<file path="src/include/pwa_defs.svh">
// Constants of the page walk agent: opcodes, entry bits, link layouts.
// Included by the package and by every design file; definitions only.
`ifndef PWA_DEFS_SVH
`define PWA_DEFS_SVH
`define PWA_OP_HI     4'hc
`define PWA_P_BIT     0
`define PWA_W_BIT     1
`define PWA_U_BIT     2
`define PWA_A_BIT     5
`define PWA_D_BIT     6
`define PWA_LAST_LVL  2'h3
`define PWA_BEAT_LAST 2'h3
`define PWA_REQ_W     50
`define PWA_RSP_W     48
`define PWA_RQ_BW     13
`define PWA_RS_BW     12
`define PWA_RQ_OP     0
`define PWA_RQ_ID     3:0
`define PWA_RQ_SL     1
`define PWA_RQ_CL     3:2
`define PWA_RQ_VA     39:4
`define PWA_RQ_RW     40
`define PWA_RQ_TAG    48:41
`define PWA_RQ_FLT    49
`define PWA_RSP_PAGE  2'h0
`define PWA_RSP_INV_S 2'h2
`define PWA_RSP_INV_E 2'h3
`define PWA_FLT_NONE  2'h0
`define PWA_FLT_NP    2'h1
`define PWA_FLT_PRIV  2'h2
`define PWA_FLT_WR    2'h3
`define PWA_MT_UC     3'h0
`define PWA_MT_WC     3'h1
`define PWA_MT_WT     3'h4
`define PWA_TLB_N     8
`define PWA_ASID_W    20
`define PWA_NCL       8
`endif

</file>
<file path="src/include/pwa_pkg.sv">
// Types shared by the page walk agent files.
// Needs pwa_defs.svh on the include path.
`include "pwa_defs.svh"
package pwa_pkg;
    typedef enum logic [2:0] {
        PWA_IDLE, PWA_LOOK, PWA_WREQ, PWA_WAIT,
        PWA_RESP, PWA_INV_S, PWA_INV_ACK, PWA_INV_E
    } pwa_state_t;
    typedef logic [`PWA_REQ_W-1:0] pwa_req_t;
    typedef logic [`PWA_RSP_W-1:0] pwa_rsp_t;
endpackage

</file>
<file path="src/rtl/pwa_req_deser.sv">
// Request link receiver: four beats in, one request into a 2-deep queue.
// Assumes the sender keeps beat_valid high for the four beats of a request.
`timescale 1ns/10ps
`include "pwa_defs.svh"
module pwa_req_deser
    import pwa_pkg::*;
(
    input  wire logic                  mclk,
    input  wire logic                  rst_n,
    input  wire logic                  beat_valid,
    input  wire logic [`PWA_RQ_BW-1:0] beat_data,
    input  wire logic                  pop,
    output logic                       head_valid,
    output pwa_req_t                   head
);
    logic [1:0]  bcnt_r;
    logic [38:0] acc_r;
    pwa_req_t    q_r [2];
    logic        wp_r;
    logic        rp_r;
    logic [1:0]  n_r;
    wire  [51:0] whole = {beat_data, acc_r};
    wire         push  = beat_valid & (bcnt_r == `PWA_BEAT_LAST);

    always_ff @(posedge mclk) begin
        if (!rst_n) begin
            bcnt_r <= 2'h0;
            acc_r  <= 39'h0;
        end else begin
            bcnt_r <= beat_valid ? bcnt_r + 2'h1 : 2'h0;
            acc_r  <= {beat_data, acc_r[38:13]};
        end
    end

    // The queue never overflows while the sender spends only its two credits.
    always_ff @(posedge mclk) begin
        if (push)
            q_r[wp_r] <= whole[`PWA_REQ_W-1:0];
    end

    always_ff @(posedge mclk) begin
        if (!rst_n) begin
            wp_r <= 1'b0;
            rp_r <= 1'b0;
            n_r  <= 2'h0;
        end else begin
            wp_r <= wp_r ^ push;
            rp_r <= rp_r ^ pop;
            n_r  <= n_r + {1'b0, push} - {1'b0, pop};
        end
    end

    assign head_valid = (n_r != 2'h0);
    assign head       = q_r[rp_r];

    a_queue_room: assert property (@(posedge mclk) disable iff (!rst_n)
        push |-> (n_r < 2'h2) || pop) else $error("request queue overrun");
    a_four_beats: assert property (@(posedge mclk) disable iff (!rst_n)
        push |-> $past(beat_valid) && $past(beat_valid, 2) && $past(beat_valid, 3))
        else $error("request taken with fewer than four beats");
endmodule // pwa_req_deser

</file>
<file path="src/rtl/pwa_walker.sv">
// Page walk agent: main TLB, walks with A/D atomics, cluster walk port.
// Assumes the ring interface runs the atomic ALU and returns the new entry.
`timescale 1ns/10ps
// Behaviour
// - Set accessed bit on every used entry.
// - Writes set dirty bit in final entry.
// - Never clear accessed or dirty bits.
// - Accessed at all levels, dirty final only.
// - Commit only after atomic flag update returns.
// - Opcode 1100, write/ext/wp/intermediate bits.
// - Ring ALU sets 5, 6, 10; returns entry.
// - Control bit: ignore cacheability or detect non-WB.
// - Non-WB update under detection: catastrophic error.
// - Victims chosen least recently allocated.
// - Context reload invalidates the TLB.
// - Page response kills matching faulted entries.
// - Wait answer only after ring drained.
// - Cache faulted entries only for faultable requests.
// - Look up TLB, walk on miss, respond.
// - Two credits, two-deep queue per port.
// - Arbitrate slice requests toward the walker.
// - One request per four clocks, serialized.
// - Broadcast at most one response per four clocks.
// - Response opcodes: page, reserved, start, end.
// - Page response fields and widths as defined.
// - Fault codes: none, absent, privilege, write.
// - Invalidate: drop requests, await acks, send end.
`include "pwa_defs.svh"
module pwa_walker
    import pwa_pkg::*;
(
    input  wire logic                   mclk,
    input  wire logic                   rst_n,
    input  wire logic                   rq0_bv,
    input  wire logic [`PWA_RQ_BW-1:0]  rq0_bd,
    input  wire logic                   rq1_bv,
    input  wire logic [`PWA_RQ_BW-1:0]  rq1_bd,
    output logic                        rsp_bv,
    output logic [`PWA_RS_BW-1:0]       rsp_bd,
    output logic                        ring_req_valid,
    output logic [7:0]                  ring_req_op,
    output logic [38:0]                 ring_req_addr,
    input  wire logic                   ring_req_ready,
    input  wire logic                   ring_rsp_valid,
    input  wire logic [63:0]            ring_rsp_data,
    input  wire logic [2:0]             ring_rsp_mtype,
    input  wire logic                   ring_interface_drained,
    input  wire logic [26:0]            pt_root,
    input  wire logic [`PWA_ASID_W-1:0] ctx_asid,
    input  wire logic                   user_ctx,
    input  wire logic                   ext_access_en,
    input  wire logic                   wp_en,
    input  wire logic                   nonwb_ignore,
    input  wire logic                   ctx_reload,
    input  wire logic                   inv_start,
    input  wire logic                   inv_wait_req,
    output logic                        inv_wait_done,
    input  wire logic                   pg_resp_valid,
    input  wire logic [35:0]            pg_resp_va,
    input  wire logic [`PWA_ASID_W-1:0] pg_resp_asid,
    input  wire logic [`PWA_NCL-1:0]    cluster_present,
    output logic                        cat_error
);
    localparam int N = `PWA_TLB_N;

    // ----------------------------------------------------------------
    // Slice ports and arbitration
    // ----------------------------------------------------------------
    pwa_state_t st_r;
    pwa_req_t   h0, h1, cur_r;
    logic       hv0, hv1;
    logic       rr_r;
    logic       inv_pend_r;
    logic       pop0, pop1;

    pwa_req_deser u_dq0 (
        .mclk       (mclk),
        .rst_n      (rst_n),
        .beat_valid (rq0_bv),
        .beat_data  (rq0_bd),
        .pop        (pop0),
        .head_valid (hv0),
        .head       (h0)
    );
    pwa_req_deser u_dq1 (
        .mclk       (mclk),
        .rst_n      (rst_n),
        .beat_valid (rq1_bv),
        .beat_data  (rq1_bd),
        .pop        (pop1),
        .head_valid (hv1),
        .head       (h1)
    );

    wire      pick1 = hv1 & (!hv0 | rr_r);
    pwa_req_t head;
    assign    head  = pick1 ? h1 : h0;
    wire      take  = (st_r == PWA_IDLE) & !inv_pend_r & (hv0 | hv1);
    wire      drain = (st_r == PWA_INV_ACK);
    // Queued requests are dropped while clusters are being invalidated.
    assign    pop0  = drain ? hv0 : take & !pick1;
    assign    pop1  = drain ? hv1 : take & pick1;

    wire        cur_wr  = cur_r[`PWA_RQ_RW];
    wire [35:0] cur_va  = cur_r[`PWA_RQ_VA];
    wire        cur_flt = cur_r[`PWA_RQ_FLT];

    // ----------------------------------------------------------------
    // Main TLB
    // ----------------------------------------------------------------
    logic [N-1:0]            tv_r;
    logic                    tf_r  [N];
    logic                    td_r  [N];
    logic                    tw_r  [N];
    logic                    trw_r [N];
    logic [35:0]             tva_r [N];
    logic [`PWA_ASID_W-1:0]  tas_r [N];
    logic [26:0]             tpa_r [N];
    logic [2:0]              tmt_r [N];
    logic [1:0]              tfc_r [N];
    logic [2:0]              aptr_r;
    wire  [N-1:0]            tag_m, hit_v, pr_m;

    for (genvar g = 0; g < N; g++) begin : g_match
        assign tag_m[g] = tv_r[g] & (tva_r[g] == cur_va) & (tas_r[g] == ctx_asid);
        // A write on an unfaulted entry without dirty or write right misses and rewalks.
        assign hit_v[g] = tag_m[g] & (tf_r[g] ? (trw_r[g] == cur_wr)
                                               : (!cur_wr | (td_r[g] & tw_r[g])));
        assign pr_m[g]  = tv_r[g] & tf_r[g] & pg_resp_valid
                        & (tva_r[g] == pg_resp_va) & (tas_r[g] == pg_resp_asid);
    end

    logic [2:0] hidx;
    always_comb begin
        hidx = 3'h0;
        for (int i = 0; i < N; i++)
            if (hit_v[i])
                hidx = 3'(i);
    end
    wire hit = |hit_v;

    // ----------------------------------------------------------------
    // Walk datapath
    // ----------------------------------------------------------------
    logic [1:0]  lvl_r;
    logic [26:0] base_r;
    logic        wacc_r, uacc_r;
    logic        rv_r;
    logic [7:0]  rop_r;
    logic [38:0] radd_r;
    pwa_rsp_t    pk_r;

    wire        last = (lvl_r == `PWA_LAST_LVL);
    wire [8:0]  idx  = (lvl_r == 2'h0) ? cur_va[35:27] :
                       (lvl_r == 2'h1) ? cur_va[26:18] :
                       (lvl_r == 2'h2) ? cur_va[17:9] : cur_va[8:0];
    // Write intent only at the final level keeps dirty off intermediate entries.
    wire [7:0]  op_nxt = {`PWA_OP_HI, !last, wp_en, ext_access_en, cur_wr & last};
    wire [63:0] ent   = ring_rsp_data;
    wire        got   = (st_r == PWA_WAIT) & ring_rsp_valid;
    wire        w_now = wacc_r & ent[`PWA_W_BIT];
    wire        u_now = uacc_r & ent[`PWA_U_BIT];
    wire [1:0]  fc    = !ent[`PWA_P_BIT]      ? `PWA_FLT_NP :
                        (user_ctx & !u_now)   ? `PWA_FLT_PRIV :
                        (cur_wr & !w_now)     ? `PWA_FLT_WR : `PWA_FLT_NONE;
    wire        mt_bad = (ring_rsp_mtype == `PWA_MT_UC) | (ring_rsp_mtype == `PWA_MT_WC)
                       | (ring_rsp_mtype == `PWA_MT_WT);
    wire        nonwb_err = got & mt_bad & !nonwb_ignore;
    wire        done  = got & (last | (fc != `PWA_FLT_NONE) | nonwb_err);
    wire        alloc = done & !nonwb_err & ((fc == `PWA_FLT_NONE) | cur_flt);
    wire [1:0]  wfc   = nonwb_err ? `PWA_FLT_NP : fc;

    function automatic pwa_rsp_t mk_pkt(input logic [26:0] pa, input logic d,
                                        input logic [1:0] f, input logic [2:0] mt);
        mk_pkt = {cur_r[`PWA_RQ_TAG], mt, f, d, cur_r[`PWA_RQ_CL],
                  1'b0, cur_r[`PWA_RQ_SL], cur_wr, pa, `PWA_RSP_PAGE};
    endfunction

    pwa_rsp_t pk_hit, pk_walk;
    assign pk_hit  = mk_pkt(tpa_r[hidx], td_r[hidx],
                            tf_r[hidx] ? tfc_r[hidx] : `PWA_FLT_NONE, tmt_r[hidx]);
    assign pk_walk = mk_pkt(ent[38:12], ent[`PWA_D_BIT], wfc, ring_rsp_mtype);

    // ----------------------------------------------------------------
    // Response serializer
    // ----------------------------------------------------------------
    logic [`PWA_RSP_W-1:0] sh_r;
    logic [1:0]            cnt_r;
    logic                  bv_r;
    logic [`PWA_RS_BW-1:0] bd_r;
    logic [`PWA_NCL-1:0]   ack_r;

    wire ser_free = (cnt_r == 2'h0);
    wire ld = ser_free & ((st_r == PWA_RESP) | (st_r == PWA_INV_S) | (st_r == PWA_INV_E));
    pwa_rsp_t ld_pk;
    assign ld_pk = (st_r == PWA_RESP) ? pk_r :
                   {46'h0, (st_r == PWA_INV_S) ? `PWA_RSP_INV_S : `PWA_RSP_INV_E};

    always_ff @(posedge mclk) begin
        if (!rst_n) begin
            bv_r  <= 1'b0;
            bd_r  <= 12'h0;
            sh_r  <= 48'h0;
            cnt_r <= 2'h0;
        end else if (ld) begin
            bv_r  <= 1'b1;
            bd_r  <= ld_pk[11:0];
            sh_r  <= {12'h0, ld_pk[47:12]};
            cnt_r <= `PWA_BEAT_LAST;
        end else if (!ser_free) begin
            bd_r  <= sh_r[11:0];
            sh_r  <= {12'h0, sh_r[47:12]};
            cnt_r <= cnt_r - 2'h1;
        end else begin
            bv_r  <= 1'b0;
        end
    end

    // ----------------------------------------------------------------
    // Invalidation bookkeeping
    // ----------------------------------------------------------------
    // The acknowledge bit index is {slice, cluster}, the same order as cluster_present.
    wire [`PWA_NCL-1:0] ack0 = (pop0 & h0[`PWA_RQ_OP]) ? 8'h1 << {h0[`PWA_RQ_SL], h0[`PWA_RQ_CL]} : 8'h0;
    wire [`PWA_NCL-1:0] ack1 = (pop1 & h1[`PWA_RQ_OP]) ? 8'h1 << {h1[`PWA_RQ_SL], h1[`PWA_RQ_CL]} : 8'h0;
    wire all_ack = ((ack_r & cluster_present) == cluster_present);
    logic inv_wait_req_pend;
    // A second flush at the start broadcast catches walks finished meanwhile.
    wire flush = ctx_reload | inv_start | ((st_r == PWA_INV_S) & ld);
    wire wdone = inv_wait_req_pend & ring_interface_drained
               & (st_r != PWA_WREQ) & (st_r != PWA_WAIT);

    always_ff @(posedge mclk) begin
        if (!rst_n) begin
            inv_pend_r        <= 1'b0;
            inv_wait_req_pend <= 1'b0;
            ack_r             <= 8'h0;
        end else begin
            inv_pend_r        <= ctx_reload | inv_start | (inv_pend_r & (st_r != PWA_IDLE));
            inv_wait_req_pend <= inv_wait_req | (inv_wait_req_pend & !wdone);
            ack_r             <= ((st_r == PWA_INV_S) & ld) ? 8'h0 : (ack_r | ack0 | ack1);
        end
    end

    // ----------------------------------------------------------------
    // TLB update
    // ----------------------------------------------------------------
    wire [N-1:0] kill = pr_m | (((st_r == PWA_LOOK) & !hit) ? tag_m : 8'h0);
    wire [N-1:0] aset = alloc ? (8'h1 << aptr_r) : 8'h0;

    always_ff @(posedge mclk) begin
        if (!rst_n) begin
            tv_r   <= 8'h0;
            aptr_r <= 3'h0;
        end else begin
            tv_r   <= flush ? 8'h0 : ((tv_r & ~kill) | aset);
            aptr_r <= aptr_r + {2'h0, alloc};
        end
    end

    always_ff @(posedge mclk) begin
        if (alloc) begin
            tva_r[aptr_r] <= cur_va;
            tas_r[aptr_r] <= ctx_asid;
            tpa_r[aptr_r] <= ent[38:12];
            tmt_r[aptr_r] <= ring_rsp_mtype;
            td_r[aptr_r]  <= ent[`PWA_D_BIT];
            tw_r[aptr_r]  <= w_now;
            tf_r[aptr_r]  <= (fc != `PWA_FLT_NONE);
            tfc_r[aptr_r] <= fc;
            trw_r[aptr_r] <= cur_wr;
        end
    end

    // ----------------------------------------------------------------
    // Control sequence
    // ----------------------------------------------------------------
    always_ff @(posedge mclk) begin
        if (!rst_n) begin
            st_r   <= PWA_IDLE;
            cur_r  <= 50'h0;
            pk_r   <= 48'h0;
            rr_r   <= 1'b0;
            lvl_r  <= 2'h0;
            base_r <= 27'h0;
            wacc_r <= 1'b1;
            uacc_r <= 1'b1;
            rv_r   <= 1'b0;
            rop_r  <= 8'h0;
            radd_r <= 39'h0;
        end else begin
            case (st_r)
                PWA_IDLE: begin
                    if (inv_pend_r) begin
                        st_r <= PWA_INV_S;
                    end else if (take) begin
                        rr_r <= !pick1;
                        if (!head[`PWA_RQ_OP]) begin
                            cur_r <= head;
                            st_r  <= PWA_LOOK;
                        end
                    end
                end
                PWA_LOOK: begin
                    if (hit) begin
                        pk_r <= pk_hit;
                        st_r <= PWA_RESP;
                    end else begin
                        lvl_r  <= 2'h0;
                        base_r <= pt_root;
                        wacc_r <= 1'b1;
                        uacc_r <= 1'b1;
                        st_r   <= PWA_WREQ;
                    end
                end
                PWA_WREQ: begin
                    if (!rv_r) begin
                        rv_r   <= 1'b1;
                        rop_r  <= op_nxt;
                        radd_r <= {base_r, idx, 3'h0};
                    end else if (ring_req_ready) begin
                        rv_r <= 1'b0;
                        st_r <= PWA_WAIT;
                    end
                end
                PWA_WAIT: begin
                    if (done) begin
                        pk_r <= pk_walk;
                        st_r <= PWA_RESP;
                    end else if (got) begin
                        lvl_r  <= lvl_r + 2'h1;
                        base_r <= ent[38:12];
                        wacc_r <= w_now;
                        uacc_r <= u_now;
                        st_r   <= PWA_WREQ;
                    end
                end
                PWA_RESP:    if (ser_free) st_r <= PWA_IDLE;
                PWA_INV_S:   if (ser_free) st_r <= PWA_INV_ACK;
                PWA_INV_ACK: if (all_ack) st_r <= PWA_INV_E;
                PWA_INV_E:   if (ser_free) st_r <= PWA_IDLE;
                default:     st_r <= PWA_IDLE;
            endcase
        end
    end

    logic cat_r, wd_r;
    always_ff @(posedge mclk) begin
        if (!rst_n) begin
            cat_r <= 1'b0;
            wd_r  <= 1'b0;
        end else begin
            cat_r <= nonwb_err;
            wd_r  <= wdone;
        end
    end

    assign rsp_bv         = bv_r;
    assign rsp_bd         = bd_r;
    assign ring_req_valid = rv_r;
    assign ring_req_op    = rop_r;
    assign ring_req_addr  = radd_r;
    assign cat_error      = cat_r;
    assign inv_wait_done  = wd_r;

    a_op_nibble: assert property (@(posedge mclk) disable iff (!rst_n)
        rv_r |-> rop_r[7:4] == `PWA_OP_HI) else $error("walk atomic opcode prefix wrong");
    a_dirty_final: assert property (@(posedge mclk) disable iff (!rst_n)
        rv_r && rop_r[3] |-> !rop_r[0]) else $error("dirty requested on intermediate entry");
    a_write_final: assert property (@(posedge mclk) disable iff (!rst_n)
        rv_r && (lvl_r == `PWA_LAST_LVL) |-> rop_r[0] == cur_wr) else $error("final write opcode wrong");
    a_req_hold: assert property (@(posedge mclk) disable iff (!rst_n)
        rv_r && !ring_req_ready |=> rv_r && $stable(radd_r) && $stable(rop_r))
        else $error("ring request dropped before taken");
    a_resp_beats: assert property (@(posedge mclk) disable iff (!rst_n)
        ld |=> bv_r [*4]) else $error("response not four beats long");
    a_cat_error: assert property (@(posedge mclk) disable iff (!rst_n)
        got && mt_bad && !nonwb_ignore |=> cat_r && (st_r == PWA_RESP) && (pk_r[36:35] != `PWA_FLT_NONE))
        else $error("non-WB update not flagged");
    a_wait_fence: assert property (@(posedge mclk) disable iff (!rst_n)
        wd_r |-> $past(ring_interface_drained)) else $error("wait answered before drain");
    a_ctx_flush: assert property (@(posedge mclk) disable iff (!rst_n)
        ctx_reload |=> tv_r == 8'h0) else $error("context reload left TLB entries");
    a_inv_end: assert property (@(posedge mclk) disable iff (!rst_n)
        ld && (st_r == PWA_INV_E) |-> (ack_r & cluster_present) == cluster_present)
        else $error("invalidation end before all acks");
    a_tag_echo: assert property (@(posedge mclk) disable iff (!rst_n)
        ld && (st_r == PWA_RESP) |-> ld_pk[47:40] == cur_r[`PWA_RQ_TAG] && ld_pk[33:32] == cur_r[`PWA_RQ_CL])
        else $error("tracking number not echoed");
endmodule // pwa_walker

</file>
<file path="config.mk">
export PLATFORM = sky130hd
export DESIGN_NAME = pwa_walker
export DESIGN_NICKNAME = d
export VERILOG_FILES = /design/src/include/pwa_pkg.sv /design/src/rtl/pwa_req_deser.sv /design/src/rtl/pwa_walker.sv
export VERILOG_INCLUDE_DIRS = /design/src /design/src/include
export SDC_FILE = /design/constraint.sdc
export NUM_CORES = 2
export LEC_CHECK = 0
export BUFFER_PORTS_ARGS = -buffer_cell sky130_fd_sc_hd__buf_2
export CAP_MARGIN = 25
export CELL_PAD_IN_SITES_DETAIL_PLACEMENT = 1
export CELL_PAD_IN_SITES_GLOBAL_PLACEMENT = 1
export CORE_ASPECT_RATIO = 1.4
export CORE_UTILIZATION = 50
export CTS_CLUSTER_SIZE = 12
export DETAILED_ROUTE_END_ITERATION = 12
export GPL_ROUTABILITY_DRIVEN = 0
export PLACE_DENSITY_LB_ADDON = 0.1
export RECOVER_POWER = 25
export REMOVE_ABC_BUFFERS = 1
export SLEW_MARGIN = 25
export SYNTH_ARGS = -nofsm -noshare
export SYNTH_HDL_FRONTEND = slang
export SYNTH_SLANG_ARGS = --single-unit
</file>
<file path="constraint.sdc">
create_clock -name mclk -period 26.6 [get_ports mclk]
set_input_delay 5.32 -clock mclk [delete_from_list [all_inputs] [get_ports mclk]]
set_output_delay 5.32 -clock mclk [all_outputs]
set_load 0.01 [all_outputs]
</file>
==> flow_summary.json <==
{
  "status": "finished with violations",
  "violations": "design-rule violations, max-capacitance violations, max-slew violations",
  "first_pass_iters": 10,
  "rsz0062_at_grt": "no",
  "max_stage_delay_ps": 930,
  "grt_pass1_wl_um": 296000,
  "worstHoldPathType": "flop to flop",
  "cts_tree": "built",
  "path_class": "input port to flop",
  "worst-path-max-fanout": 32,
  "drv_cap": 26,
  "clock-sinks": 1273,
  "worstSkewPairLatency_ps": 780,
  "synth-main-ff-cell": "edfxtp_1",
  "area_growth_pct": 11.9,
  "wire_per_inst_um": 32.8,
  "initial_core_util_pct": 50.5,
  "crit_path_frequent_cell": "buf_4",
  "syn_area_mm2": 0.0571,
  "final_layout_size_suffix_gt1_share_pct": 11.1,
  "arrival_ps": 10060,
  "grt_usage_pct": 36.3,
  "setup_tns_ps": 0,
  "dp_hpwl_um": 135000,
  "peakVddDrop_v": 0.0000550,
  "p_leak_nw": 21.0,
  "slew_viol_final": 457,
  "portBuffers": 243,
  "yosysWarnings": 0,
  "required_ps": 27210,
  "cp_cell_sequence": "buf_2 -> buf_4 -> xnor2_1 -> nand4_1 -> or4_1 -> nor3_1 -> and3_1 -> buf_4 -> nor2_1 -> and2_1 -> buf_4 -> o211ai_1 -> a21o_1 -> o221a_2 -> o221ai_2",
  "placementRows": 146,
  "die_h_um": 402,
  "path_clk_slew_ps": 60,
  "finalSetupViolations": 0,
  "cts_hold_buf": 0,
  "dieArea_mm2": 0.116,
  "fmax_mhz": 106,
  "p_per_area_mw_per_mm2": 69.6,
  "post-cts-setup-buffers": 0,
  "grt_pass1_vias": 41700,
  "synth.distinct_cells": 80,
  "synthCells": 4643,
  "crit_buf_inv": 4,
  "avgSynthCellArea_um2": 12.3,
  "via_count": 40900,
  "ioPinCount": 282,
  "layout_common_cells": "edfxtp_1, xnor2_1, dfxtp_1, nor2_1, nand4_1",
  "ys_seq_area_share_pct": 61.1,
  "cts_root_buf": "clkbuf_16",
  "drt_wl_total_um": 211000,
  "synth_enable_flop_cells": 936,
  "dp_cells": 6174,
  "fin_nets": 5069,
  "end_kind": "flop",
  "layout.cells.non_filler": 6426,
  "die_x_um": 288,
  "grt_antenna_before_repair": 12,
  "layout_commonest_cell": "edfxtp_1",
  "ant_nets": 0,
  "slowest_stage": "nor3_1",
  "finClkSkew_ps": 27.2,
  "drt_iter0_drc": 4444,
  "fin_crit_sh_pct": 35.5,
  "start_kind": "input port",
  "cts.repair.resized": 0,
  "cp_top_family": "simple AND/OR/NAND/NOR gates",
  "hold_viol": 0,
  "grt_max_degree": 135,
  "tightest_slew_ps": 2440,
  "via_per_inst": 6.37,
  "drcViolationCount": 2,
  "htreeDepth": 4,
  "synth-seq-cells": 1273,
  "overflow": 0,
  "numCtsBuffers": 133,
  "max-clock-path-buffers": 3,
  "core_area_mm2": 0.113,
  "ys_async_sr_fraction_pct": 0,
  "relSlewSlack_pct": -62.5,
  "min_period_ps": 9450
}
-- cells in the mapped netlist (all sizes together) (81+ instances only) --
master	n	area [µm²]
a211oi	102	766
nor2	246	923
mux2i	81	811
inv	163	612
a21oi	151	756
nand2b	119	744
xor2	167	1460
clkbuf	188	706
edfxtp	936	28100
buf	108	627
nand2	205	769
dfxtp	337	6750
and2	94	591
nand4	235	1490
nor4	122	769
xnor2	680	5960
nand3	106	548
-- cell families (layout without fill, tap and decap cells) --
group	after synthesis	count (layout)	share of synthesized area, %
muxes	89	89	1.58
xor gates and xnor gates	847	847	13.0
and+or+nand+nor	1304	1304	12.1
other	1	8	0.00657
adders and majority gates	17	17	0.373
AOI/OAI and AO/OA	650	650	8.44
DFF	1273	1273	61.1
buffers and inverters	462	758	3.43
-- cell type report --
type                    instances  area, µm²
diodes                          3       7.51
clock buffers                 216       3850
clock inverters                29        340
fillers                     11500      49200
inverters                     166        632
multi-input cells            2912      20400
flip-flops and latches       1273      34900
well taps                    1480       1850
repair buffers                347       1870
-- worst paths after layout --
path / start / endpoint / slack (ps) / cells past startpoint
worst max-delay path: ctx_asid[15] / pk_r[15] / 17150 / 15
worst min register to register: u_dq0.bcnt_r[0] / u_dq0.bcnt_r[0] / 420 / 1
worst min-delay path: u_dq0.bcnt_r[0] / u_dq0.bcnt_r[0] / 420 / 1
worst max register to register: cur_r[19] / pk_r[15] / 20010 / 15
-- state kept, by name, indices dropped and copies added (netlist names), 39 cells and up, named ones only --
signal	flops
u_dq1.q_r	100
tva_r	288
u_dq0.acc_r	39
pk_r	45
tas_r	160
tpa_r	216
u_dq0.q_r	100
cur_r	49
u_dq1.acc_r	39
-- through the flow --
stage / setup slack, ps / instance area [µm²] / total power, W / utilization, % / hold slack, ps
6_report: 17150 / 63900 / 0.00445 / 56.5 / 419
4_1_cts: 17230 / 64000 / 0.00446 / 56.6 / 426
3_3_place_gp: 16480 / 59800 / 0.00265 / 52.8 / 402
2_1_floorplan: 13060 / 55800 / 0.00244 / - / 396
5_1_grt: 17050 / 63900 / 0.00456 / 56.5 / 438
3_5_place_dp: 16460 / 59800 / 0.00266 / 52.9 / 412
-- routing by layer --
metal	wire [µm]	up-vias	GRT usage, %
met4	18900	8	28.2
met2	98100	2118	57.7
met1	75900	20700	42.7
li1	-	17300	-
met3	18000	717	7.90
met5	51	-	0
-- worst register-to-register path: cells and delay by family, from the launching register on --
family          cells  cell delay (ps)
xor+xnor            1              260
buf+inv             4             2720
compound gates      4              700
simple gates        6             2440
flops               1              330
-- where the power goes --
group,switching (W),internal (W)
Combinational,0.000305,0.000116
Clock,0.000803,0.00102
Sequential,0.0000357,0.00217
Note: power is estimated with default switching activity, not from simulation.
